===== src/led_seq_map.vh =====
`ifndef LED_SEQ_MAP_VH
`define LED_SEQ_MAP_VH
`define CLK_HZ          50000000
`define T_SWITCH_US     100
`define T_CHECK_US      1000
`define T_BOOST_US      4000
`define T_SHORT_US      2000
`define T_OC_US         128
`define CYC_SWITCH      (`T_SWITCH_US * (`CLK_HZ / 1000000))
`define CYC_CHECK       (`T_CHECK_US * (`CLK_HZ / 1000000))
`define CYC_BOOST       (`T_BOOST_US * (`CLK_HZ / 1000000))
`define CYC_SHORT       (`T_SHORT_US * (`CLK_HZ / 1000000))
`define CYC_OC          (`T_OC_US * (`CLK_HZ / 1000000))
`define ADDR_BRIGHT     12'h000
`define ADDR_CTRL       12'h004
`define ADDR_STATUS     12'h008
`define ADDR_STRINGS    12'h00c
`define RST_BRIGHT      8'hff
`define RST_CTRL        3'h0
`define CTRL_ON_BIT     0
`define ST_OPEN_BIT     4
`define ST_SHORT_BIT    5
`define ST_OVP_BIT      0
`define ST_OC_BIT       1
`define ST_MODE_BIT     7
`endif


===== src/led_seq.v =====
// Chosen here: the AXI4-Lite register port and the register addresses.
`include "led_seq_map.vh"
module led_seq #(
    parameter STRINGS    = 8,
    parameter CYC_SWITCH = `CYC_SWITCH,
    parameter CYC_CHECK  = `CYC_CHECK,
    parameter CYC_BOOST  = `CYC_BOOST,
    parameter CYC_SHORT  = `CYC_SHORT,
    parameter CYC_OC     = `CYC_OC
) (
    input  wire               aclk,
    input  wire               aresetn,
    input  wire               clk_en,
    input  wire               enable_pin,
    input  wire               mode_freq_select_pin,
    input  wire               vcc_uvlo,
    input  wire               in_uvlo,
    input  wire               ovp_low_trip,
    input  wire               ovp_high_trip,
    input  wire               current_limit,
    input  wire               thermal_fault,
    input  wire               external_dimming_input,
    input  wire [STRINGS-1:0] string_feedback_input,
    input  wire [STRINGS-1:0] string_short_input,
    output reg                ldo_on,
    output reg                fault_sink_on,
    output reg                check_pullup,
    output reg                boost_on,
    output wire               power_switch_en,
    output reg  [STRINGS-1:0] string_enable,
    output wire [STRINGS-1:0] string_drive,
    input  wire [11:0]        s_axi_awaddr,
    input  wire               s_axi_awvalid,
    output wire               s_axi_awready,
    input  wire [31:0]        s_axi_wdata,
    input  wire [3:0]         s_axi_wstrb,
    input  wire               s_axi_wvalid,
    output wire               s_axi_wready,
    output reg  [1:0]         s_axi_bresp,
    output reg                s_axi_bvalid,
    input  wire               s_axi_bready,
    input  wire [11:0]        s_axi_araddr,
    input  wire               s_axi_arvalid,
    output wire               s_axi_arready,
    output reg  [31:0]        s_axi_rdata,
    output reg  [1:0]         s_axi_rresp,
    output reg                s_axi_rvalid,
    input  wire               s_axi_rready
);

localparam S_OFF    = 3'd0;
localparam S_SWITCH = 3'd1;
localparam S_CHECK  = 3'd2;
localparam S_BOOST  = 3'd3;
localparam S_RUN    = 3'd4;
localparam S_FAULT  = 3'd5;

////////////////////////////////////////////////////////////////////////////////
// Input synchronisers.

localparam NS = 8 + 2 * STRINGS;
wire [NS-1:0] raw_in = {enable_pin, mode_freq_select_pin, vcc_uvlo, in_uvlo,
                        ovp_low_trip, ovp_high_trip, current_limit, thermal_fault,
                        string_feedback_input, string_short_input};
reg  [NS-1:0] sync_a;
reg  [NS-1:0] sync_b;
reg           dim_a;
reg           dim_b;

always @(posedge aclk) begin
    if (!aresetn) begin
        sync_a <= {NS{1'b0}};
        sync_b <= {NS{1'b0}};
    end else if (clk_en) begin
        sync_a <= raw_in;
        sync_b <= sync_a;
    end
end

////////////////////////////////////////////////////////////////////////////////
// The dimming pin reaches the short timer through its own two flops.
// The string drive path itself stays direct to keep short on-pulses.

always @(posedge aclk) begin
    if (!aresetn) begin
        dim_a <= 1'b0;
        dim_b <= 1'b0;
    end else if (clk_en) begin
        dim_a <= external_dimming_input;
        dim_b <= dim_a;
    end
end

wire               en_s    = sync_b[NS-1];
wire               msel_s  = sync_b[NS-2];
wire               vuv_s   = sync_b[NS-3];
wire               iuv_s   = sync_b[NS-4];
wire               ovl_s   = sync_b[NS-5];
wire               ovh_s   = sync_b[NS-6];
wire               ilim_s  = sync_b[NS-7];
wire               tsd_s   = sync_b[NS-8];
wire [STRINGS-1:0] fb_s    = sync_b[2*STRINGS-1:STRINGS];
wire [STRINGS-1:0] short_s = sync_b[STRINGS-1:0];

////////////////////////////////////////////////////////////////////////////////
// Registers and mode latch.

reg  [7:0]         bright;
reg  [2:0]         ctrl;
reg  [7:0]         status;
reg  [STRINGS-1:0] in_use;
reg  [STRINGS-1:0] open_flag;
reg  [STRINGS-1:0] short_flag;
reg                mode_set;
reg                mode_pwm;
reg                on_req;
reg                en_prev;
reg  [2:0]         state;
reg  [2:0]         next_state;
reg  [22:0]        phase_cnt;
reg  [22:0]        oc_cnt;

wire on_bit   = ctrl[`CTRL_ON_BIT];
wire wake_pin = en_s & ~en_prev;
wire first_en = !mode_set && (en_s || on_bit);
wire wake     = mode_set ? (mode_pwm ? wake_pin : on_bit) : first_en;
wire stop_req = mode_pwm ? !en_s : !on_bit;
wire in_uv_on = !mode_pwm && iuv_s;
wire all_open = (|in_use) && ((open_flag | short_flag) == in_use);
wire crit     = ovh_s || tsd_s || (oc_cnt >= CYC_OC[22:0]);
wire running  = (state != S_OFF) && (state != S_FAULT);

always @(posedge aclk) begin
    if (!aresetn) begin
        mode_set <= 1'b0;
        mode_pwm <= 1'b0;
        en_prev  <= 1'b0;
    end else if (clk_en) begin
        en_prev <= en_s;
        if (first_en && !vuv_s) begin
            mode_set <= 1'b1;
            mode_pwm <= !msel_s;
        end
    end
end

////////////////////////////////////////////////////////////////////////////////
// Startup and shutdown sequencer.

always @* begin
    next_state = state;
    case (state)
        S_OFF: begin
            if (wake && !vuv_s)
                next_state = S_SWITCH;
        end
        S_SWITCH: begin
            if (phase_cnt >= CYC_SWITCH[22:0] - 23'd1)
                next_state = S_CHECK;
        end
        S_CHECK: begin
            if (phase_cnt >= CYC_CHECK[22:0] - 23'd1)
                next_state = S_BOOST;
        end
        S_BOOST: begin
            if (phase_cnt >= CYC_BOOST[22:0] - 23'd1)
                next_state = S_RUN;
        end
        S_RUN: next_state = S_RUN;
        S_FAULT: begin
            if (mode_pwm ? wake_pin : on_req)
                next_state = S_SWITCH;
        end
        default: next_state = S_OFF;
    endcase
    if (running && crit)
        next_state = S_FAULT;
    else if (running && (vuv_s || stop_req))
        next_state = S_OFF;
end

always @(posedge aclk) begin
    if (!aresetn) begin
        state     <= S_OFF;
        phase_cnt <= 23'd0;
        oc_cnt    <= 23'd0;
    end else if (clk_en) begin
        state <= next_state;
        if (next_state != state || state == S_RUN || !running)
            phase_cnt <= 23'd0;
        else
            phase_cnt <= phase_cnt + 23'd1;
        if (running && ilim_s)
            oc_cnt <= oc_cnt + 23'd1;
        else
            oc_cnt <= 23'd0;
    end
end

always @(posedge aclk) begin
    if (!aresetn) begin
        ldo_on        <= 1'b0;
        fault_sink_on <= 1'b0;
        check_pullup  <= 1'b0;
        boost_on      <= 1'b0;
    end else if (clk_en) begin
        ldo_on        <= (next_state != S_OFF) && (next_state != S_FAULT);
        fault_sink_on <= (next_state != S_OFF) && (next_state != S_FAULT);
        check_pullup  <= (next_state == S_CHECK);
        boost_on      <= (next_state == S_BOOST || next_state == S_RUN)
                         && !in_uv_on && !all_open;
    end
end

assign power_switch_en = boost_on && !ovl_s;

////////////////////////////////////////////////////////////////////////////////
// Per-string scan, open and short handling.

genvar gi;
generate
    for (gi = 0; gi < STRINGS; gi = gi + 1) begin : g_str
        reg [22:0] sh_cnt;
        always @(posedge aclk) begin
            if (!aresetn) begin
                in_use[gi]     <= 1'b0;
                open_flag[gi]  <= 1'b0;
                short_flag[gi] <= 1'b0;
                sh_cnt         <= 23'd0;
            end else if (clk_en) begin
                // Flags clear as a new startup begins, together with the status.
                if (state != S_SWITCH && next_state == S_SWITCH) begin
                    open_flag[gi]  <= 1'b0;
                    short_flag[gi] <= 1'b0;
                end
                if (state == S_CHECK && next_state == S_BOOST)
                    in_use[gi] <= fb_s[gi];
                if (state == S_RUN && in_use[gi] && !fb_s[gi])
                    open_flag[gi] <= 1'b1;
                if (state == S_RUN && in_use[gi] && short_s[gi]
                    && dim_b) begin
                    if (sh_cnt >= CYC_SHORT[22:0] - 23'd1)
                        short_flag[gi] <= 1'b1;
                    else
                        sh_cnt <= sh_cnt + 23'd1;
                end else if (state != S_RUN || !short_s[gi]) begin
                    sh_cnt <= 23'd0;
                end
            end
        end
        always @(posedge aclk) begin
            if (!aresetn)
                string_enable[gi] <= 1'b0;
            else if (clk_en)
                string_enable[gi] <= (next_state == S_RUN || next_state == S_BOOST)
                                     && in_use[gi] && !open_flag[gi]
                                     && !short_flag[gi];
        end
    end
endgenerate

assign string_drive = string_enable & {STRINGS{external_dimming_input}};

////////////////////////////////////////////////////////////////////////////////
// Status register.

always @(posedge aclk) begin
    if (!aresetn) begin
        status <= 8'h00;
    end else if (clk_en) begin
        if (state != S_SWITCH && next_state == S_SWITCH)
            status <= 8'h00;
        else begin
            if (!mode_pwm && |open_flag)
                status[`ST_OPEN_BIT] <= 1'b1;
            if (!mode_pwm && |short_flag)
                status[`ST_SHORT_BIT] <= 1'b1;
            if (running && ovh_s)
                status[`ST_OVP_BIT] <= 1'b1;
            if (running && crit && !ovh_s)
                status[`ST_OC_BIT] <= 1'b1;
        end
    end
end

////////////////////////////////////////////////////////////////////////////////
// AXI4-Lite slave.

reg         aw_held;
reg         w_held;
reg  [11:0] aw_addr;
reg  [31:0] w_data;
reg  [3:0]  w_strb;

assign s_axi_awready = !aw_held && !s_axi_bvalid;
assign s_axi_wready  = !w_held && !s_axi_bvalid;
assign s_axi_arready = !s_axi_rvalid;

wire do_write = aw_held && w_held && !s_axi_bvalid;
wire wr_ok    = (aw_addr == `ADDR_BRIGHT) || (aw_addr == `ADDR_CTRL);

always @(posedge aclk) begin
    if (!aresetn) begin
        aw_held      <= 1'b0;
        w_held       <= 1'b0;
        aw_addr      <= 12'h000;
        w_data       <= 32'h00000000;
        w_strb       <= 4'h0;
        s_axi_bvalid <= 1'b0;
        s_axi_bresp  <= 2'b00;
        bright       <= `RST_BRIGHT;
        ctrl         <= `RST_CTRL;
    end else if (clk_en) begin
        if (s_axi_awvalid && s_axi_awready) begin
            aw_held <= 1'b1;
            aw_addr <= s_axi_awaddr;
        end
        if (s_axi_wvalid && s_axi_wready) begin
            w_held <= 1'b1;
            w_data <= s_axi_wdata;
            w_strb <= s_axi_wstrb;
        end
        if (do_write) begin
            aw_held      <= 1'b0;
            w_held       <= 1'b0;
            s_axi_bvalid <= 1'b1;
            s_axi_bresp  <= wr_ok ? 2'b00 : 2'b10;
            if (w_strb[0] && !mode_pwm) begin
                if (aw_addr == `ADDR_BRIGHT)
                    bright <= w_data[7:0];
                if (aw_addr == `ADDR_CTRL)
                    ctrl <= w_data[2:0];
            end
        end else if (s_axi_bvalid && s_axi_bready) begin
            s_axi_bvalid <= 1'b0;
        end
    end
end

// A fresh write of one to the on bit is what ends a serial fault shutdown.
always @(posedge aclk) begin
    if (!aresetn)
        on_req <= 1'b0;
    else if (clk_en)
        on_req <= do_write && (aw_addr == `ADDR_CTRL) && w_strb[0] && !mode_pwm
                  && w_data[`CTRL_ON_BIT];
end

always @(posedge aclk) begin
    if (!aresetn) begin
        s_axi_rvalid <= 1'b0;
        s_axi_rdata  <= 32'h00000000;
        s_axi_rresp  <= 2'b00;
    end else if (clk_en) begin
        if (s_axi_arvalid && s_axi_arready) begin
            s_axi_rvalid <= 1'b1;
            s_axi_rresp  <= 2'b00;
            case (s_axi_araddr)
                `ADDR_BRIGHT:  s_axi_rdata <= {24'h000000, bright};
                `ADDR_CTRL:    s_axi_rdata <= {29'h00000000, ctrl};
                `ADDR_STATUS:  s_axi_rdata <= {21'h000000, state, mode_pwm,
                                               status[6:0]};
                `ADDR_STRINGS: s_axi_rdata <= {8'h00, short_flag, open_flag, in_use};
                default: begin
                    s_axi_rdata <= 32'h00000000;
                    s_axi_rresp <= 2'b10;
                end
            endcase
        end else if (s_axi_rvalid && s_axi_rready) begin
            s_axi_rvalid <= 1'b0;
        end
    end
end

endmodule // led_seq


===== config.mk =====
export PLATFORM = sky130hd
export DESIGN_NAME = led_seq
export DESIGN_NICKNAME = d
export VERILOG_FILES = /design/src/led_seq.v
export VERILOG_INCLUDE_DIRS = /design/src /design/src/src
export SDC_FILE = /design/constraint.sdc
export NUM_CORES = 1
export LEC_CHECK = 0
export BUFFER_PORTS_ARGS = -buffer_cell sky130_fd_sc_hd__buf_2
export CORE_AREA = 2 2 171 173
export CTS_BUF_LIST = sky130_fd_sc_hd__clkbuf_8
export DETAILED_ROUTE_END_ITERATION = 10
export DIE_AREA = 0 0 173 175
export MAX_ROUTING_LAYER = met4
export PLACE_DENSITY = 0.81
export SYNTH_ARGS = -nofsm -noshare
export SYNTH_HDL_FRONTEND = slang
export SYNTH_SLANG_ARGS = --single-unit

===== constraint.sdc =====
create_clock -name aclk -period 3.4 [get_ports aclk]
set_input_delay 0.85 -clock aclk [delete_from_list [all_inputs] [get_ports aclk]]
set_output_delay 0.85 -clock aclk [all_outputs]
set_load 0.05 [all_outputs]

==> impl_results.md <==
* Status: completed
* Design area at roughly 20000 sq um
* Post-synthesis xor/xnor area fraction at 5.14%
* CTS tree: yes
* P per Cell Area at approximately 480 nW/um^2
* Clock-pin slew on the worst setup and hold paths at 60 ps
* Core Area at 28400 sq um
* Routability cong. at 0.890
* First-pass GRT wire length at just under 70000 um
* Slew @ Worst Pin at 1040 ps
* Die width at between 150 and 200 um
* Worst skew pair latency at approximately 600 ps
* Total GRT Usage at 27.9%
* Max Clock Freq at 0.318 GHz
* Post-synthesis mux area share at a little under 5%
* Post-synthesis async set-or-reset flop share at 0%
* Post-synthesis to final-layout area growth at 13.1%
* # nets final at about 2300
* Die Area at 30300 sq um
* Predominant post-synthesis flop cell: dfxtp_1
* Seq/Total Area, Yosys at 44.7%
* Synth Area per Inst at 8.50 sq um
* Initial Util at 61.2%
* Synth Cell Area at between 15000 and 20000 sq um
* Hold Slack at 452 ps
* Clock Tree Buf Depth at 3
* Resize count post-CTS at 0
* Synthesized instance count at 2046
* Detailed Routing Iterations Pass 1 at 6
* Drc violations at 0
* Clock sinks at slightly below 400
* Worst EP required at slightly below 4000 ps
* Period minus WS final at 3140 ps
* Slew HR at 29.9%
* Crit share post-route at 92.4%
* Maxcap violations at 0
* Largest family of logic cells by synthesized area: simple AND/OR/NAND/NOR gates
* Data arrival, critical path at approximately 3700 ps
* Worst hold path class: register to register
* Worst Setup Path Type: register to register
* Placed cell count at around 2500
* Placed instance area at between 15000 and 20000 sq um
* Layout Cells excl Fill at 2596
* Final hold viol count at 0
* DR vias/cell at 5.94
* Hold buffer count at CTS at 0
* Vias in the first global route at roughly 14000
* RSZ-0062 raised after global routing: no
* Share of layout cells above drive strength 1 at 12.9%
* Leakage at roughly 7.3 nW
* Complex-gate fraction of the synthesized area at about 15%
* Die Y-Extent at 175 um
* Gr ovfl total at 0
* Post-Route WL at around 42000 um
* Initial DRC Count at roughly 1200
* H-tree Lvls at 2
* Largest net degree at the start of global routing at ~70
* Slack of the worst reg-to-reg path at 260 ps
* Worst slack, placed at 197 ps
* Synth unique cells at 84
* I/O pin cnt at 155
* YS warnings at 0
* Clock Skew at 14.8 ps
* Final setup violation count at 0
* CP startpoint kind: register
* Post-DP HPWL at 28800 um
* Antenna violations before repair at 3
* Synth Area in Simple Gates at between 20% and 30%
* Number of flops mapped to enable cells by yosys at 0
* Post-CTS setup buffers at 0
* Fin. max-slew vios at 0
* Number of synthesized register bits at 388
* Final WS setup at approximately 260 ps
* Routed vias at 15400
* Setup tns final at 0 ps
* VDD IR max at 0.000424 V
* Buffers on Ports at 117
* Worst-path maximum fanout at 14
* Critical Path End Type: register
* Final ANT Viol Nets at 0
* Post-synthesis adder-cell area fraction at 0.792%
* Row Count at just over 60
* CTS Root Cell: clkbuf_8
* Average wire per standard cell at 16.2 um
* Total CTS buffers at 60
where the power goes:
group	leakage, nW	switching [mW]	internal [mW]
sequential	3.14	0.0471	4.60
clock	0.759	1.82	2.44
combinational	3.45	0.331	0.152
registers in the layout, summed over array words and instances (netlist names), 3 cells and up:
register,flops
sync_b,24
bright,8
aw_addr,12
string_enable,8
status,4
oc_cnt,23
s_axi_rdata,24
g_str.sh_cnt,184
in_use,8
w_data,8
sync_a,24
phase_cnt,23
open_flag,8
short_flag,8
ctrl,3
state,3
worst max-delay path: stages (launching register included):
cell	delay, ps
dfxtp_1	360
ha_1	260
and3_1	230
or4_1	460
a211oi_1	370
o311a_1	360
mux2i_1	390
a31oi_4	260
buf_4	240
nor2_1	120
final timing paths:
path / from / endpoint / depth (start not counted)
hold reg to reg: sync_b[22] / mode_pwm / 1
setup / recovery: phase_cnt[0] / phase_cnt[22] / 9
hold / removal: sync_b[22] / mode_pwm / 1
setup reg to reg: phase_cnt[0] / phase_cnt[22] / 9
logic make-up (layout without fill, tap and decap cells):
logic type / after synthesis / after routing
flip-flops: 388 / 388
AO/OA/AOI/OAI: 390 / 390
buffers and inverters: 142 / 296
adder cells (fa/ha/maj): 11 / 11
multiplexers: 82 / 82
other: 1 / 13
AND/OR/NAND/NOR: 930 / 930
XOR/XNOR: 102 / 102
layout make-up:
| type | instances | area [sq um] |
|---|---|---|
| Multi-Input combinational cell | 1525 | 9060 |
| Fill cell | 2333 | 8720 |
| Sequential cell | 388 | 7770 |
| Clock buffer | 85 | 1170 |
| Timing Repair Buffer | 153 | 871 |
| Antenna cell | 3 | 7.51 |
| Inverter | 32 | 123 |
| Tap cell | 384 | 480 |
| Clock inverter | 26 | 191 |
cells in the mapped netlist, drive strengths merged, types with 16 or more instances:
library cell	count	share of area [%]
a21o	16	0.69
a21oi	150	4.3
a22oi	18	0.78
a31oi	19	0.81
and2	55	2.0
and3	32	1.2
buf	35	1.2
clkbuf	75	1.6
dfxtp	388	45
inv	32	0.69
mux2i	77	4.4
nand2	209	4.5
nand3	98	2.8
nand4	43	1.6
nor2	278	6.0
nor3	48	1.5
nor3b	16	0.75
nor4	36	1.3
o211ai	17	0.73
o21ai	59	1.7
o31ai	17	0.73
or3	37	1.3
or4	30	1.3
xnor2	73	3.7
xor2	29	1.5
per-layer routing:
| metal | track usage (%) | vias to the layer above | part of all wire (%) |
|---|---|---|---|
| met5 | - | - | 0 |
| met4 | 9.85 | 0 | 3.3 |
| met3 | 4.68 | 111 | 6.4 |
| met2 | 45.7 | 526 | 47 |
| met1 | 35.1 | 7233 | 44 |
| li1 | - | 7539 | - |
metrics by stage:
stage                     power (mW)  util [%]
after CTS                       9.43      69.2
after detailed placement        5.22      64.4
after global placement          5.20      64.4
final                           9.38      69.3
after floorplan                 5.07         -
after global routing            9.71      69.3
layout by cell type (no fill, tap or decap), types with 35 or more instances in the layout:
cell      instances
mux2i_1          77
nor4_1           35
nor3_1           45
or3_1            37
dfxtp_1         388
clkbuf_8         85
buf_2           116
nor2_1          278
nand2_1         208
xnor2_1          73
inv_1            42
buf_4            36
and2_1           53
a21oi_1         150
nand3_1          98
o21ai_0          48
nand4_1          42
Power figures use the tool's default switching activity.
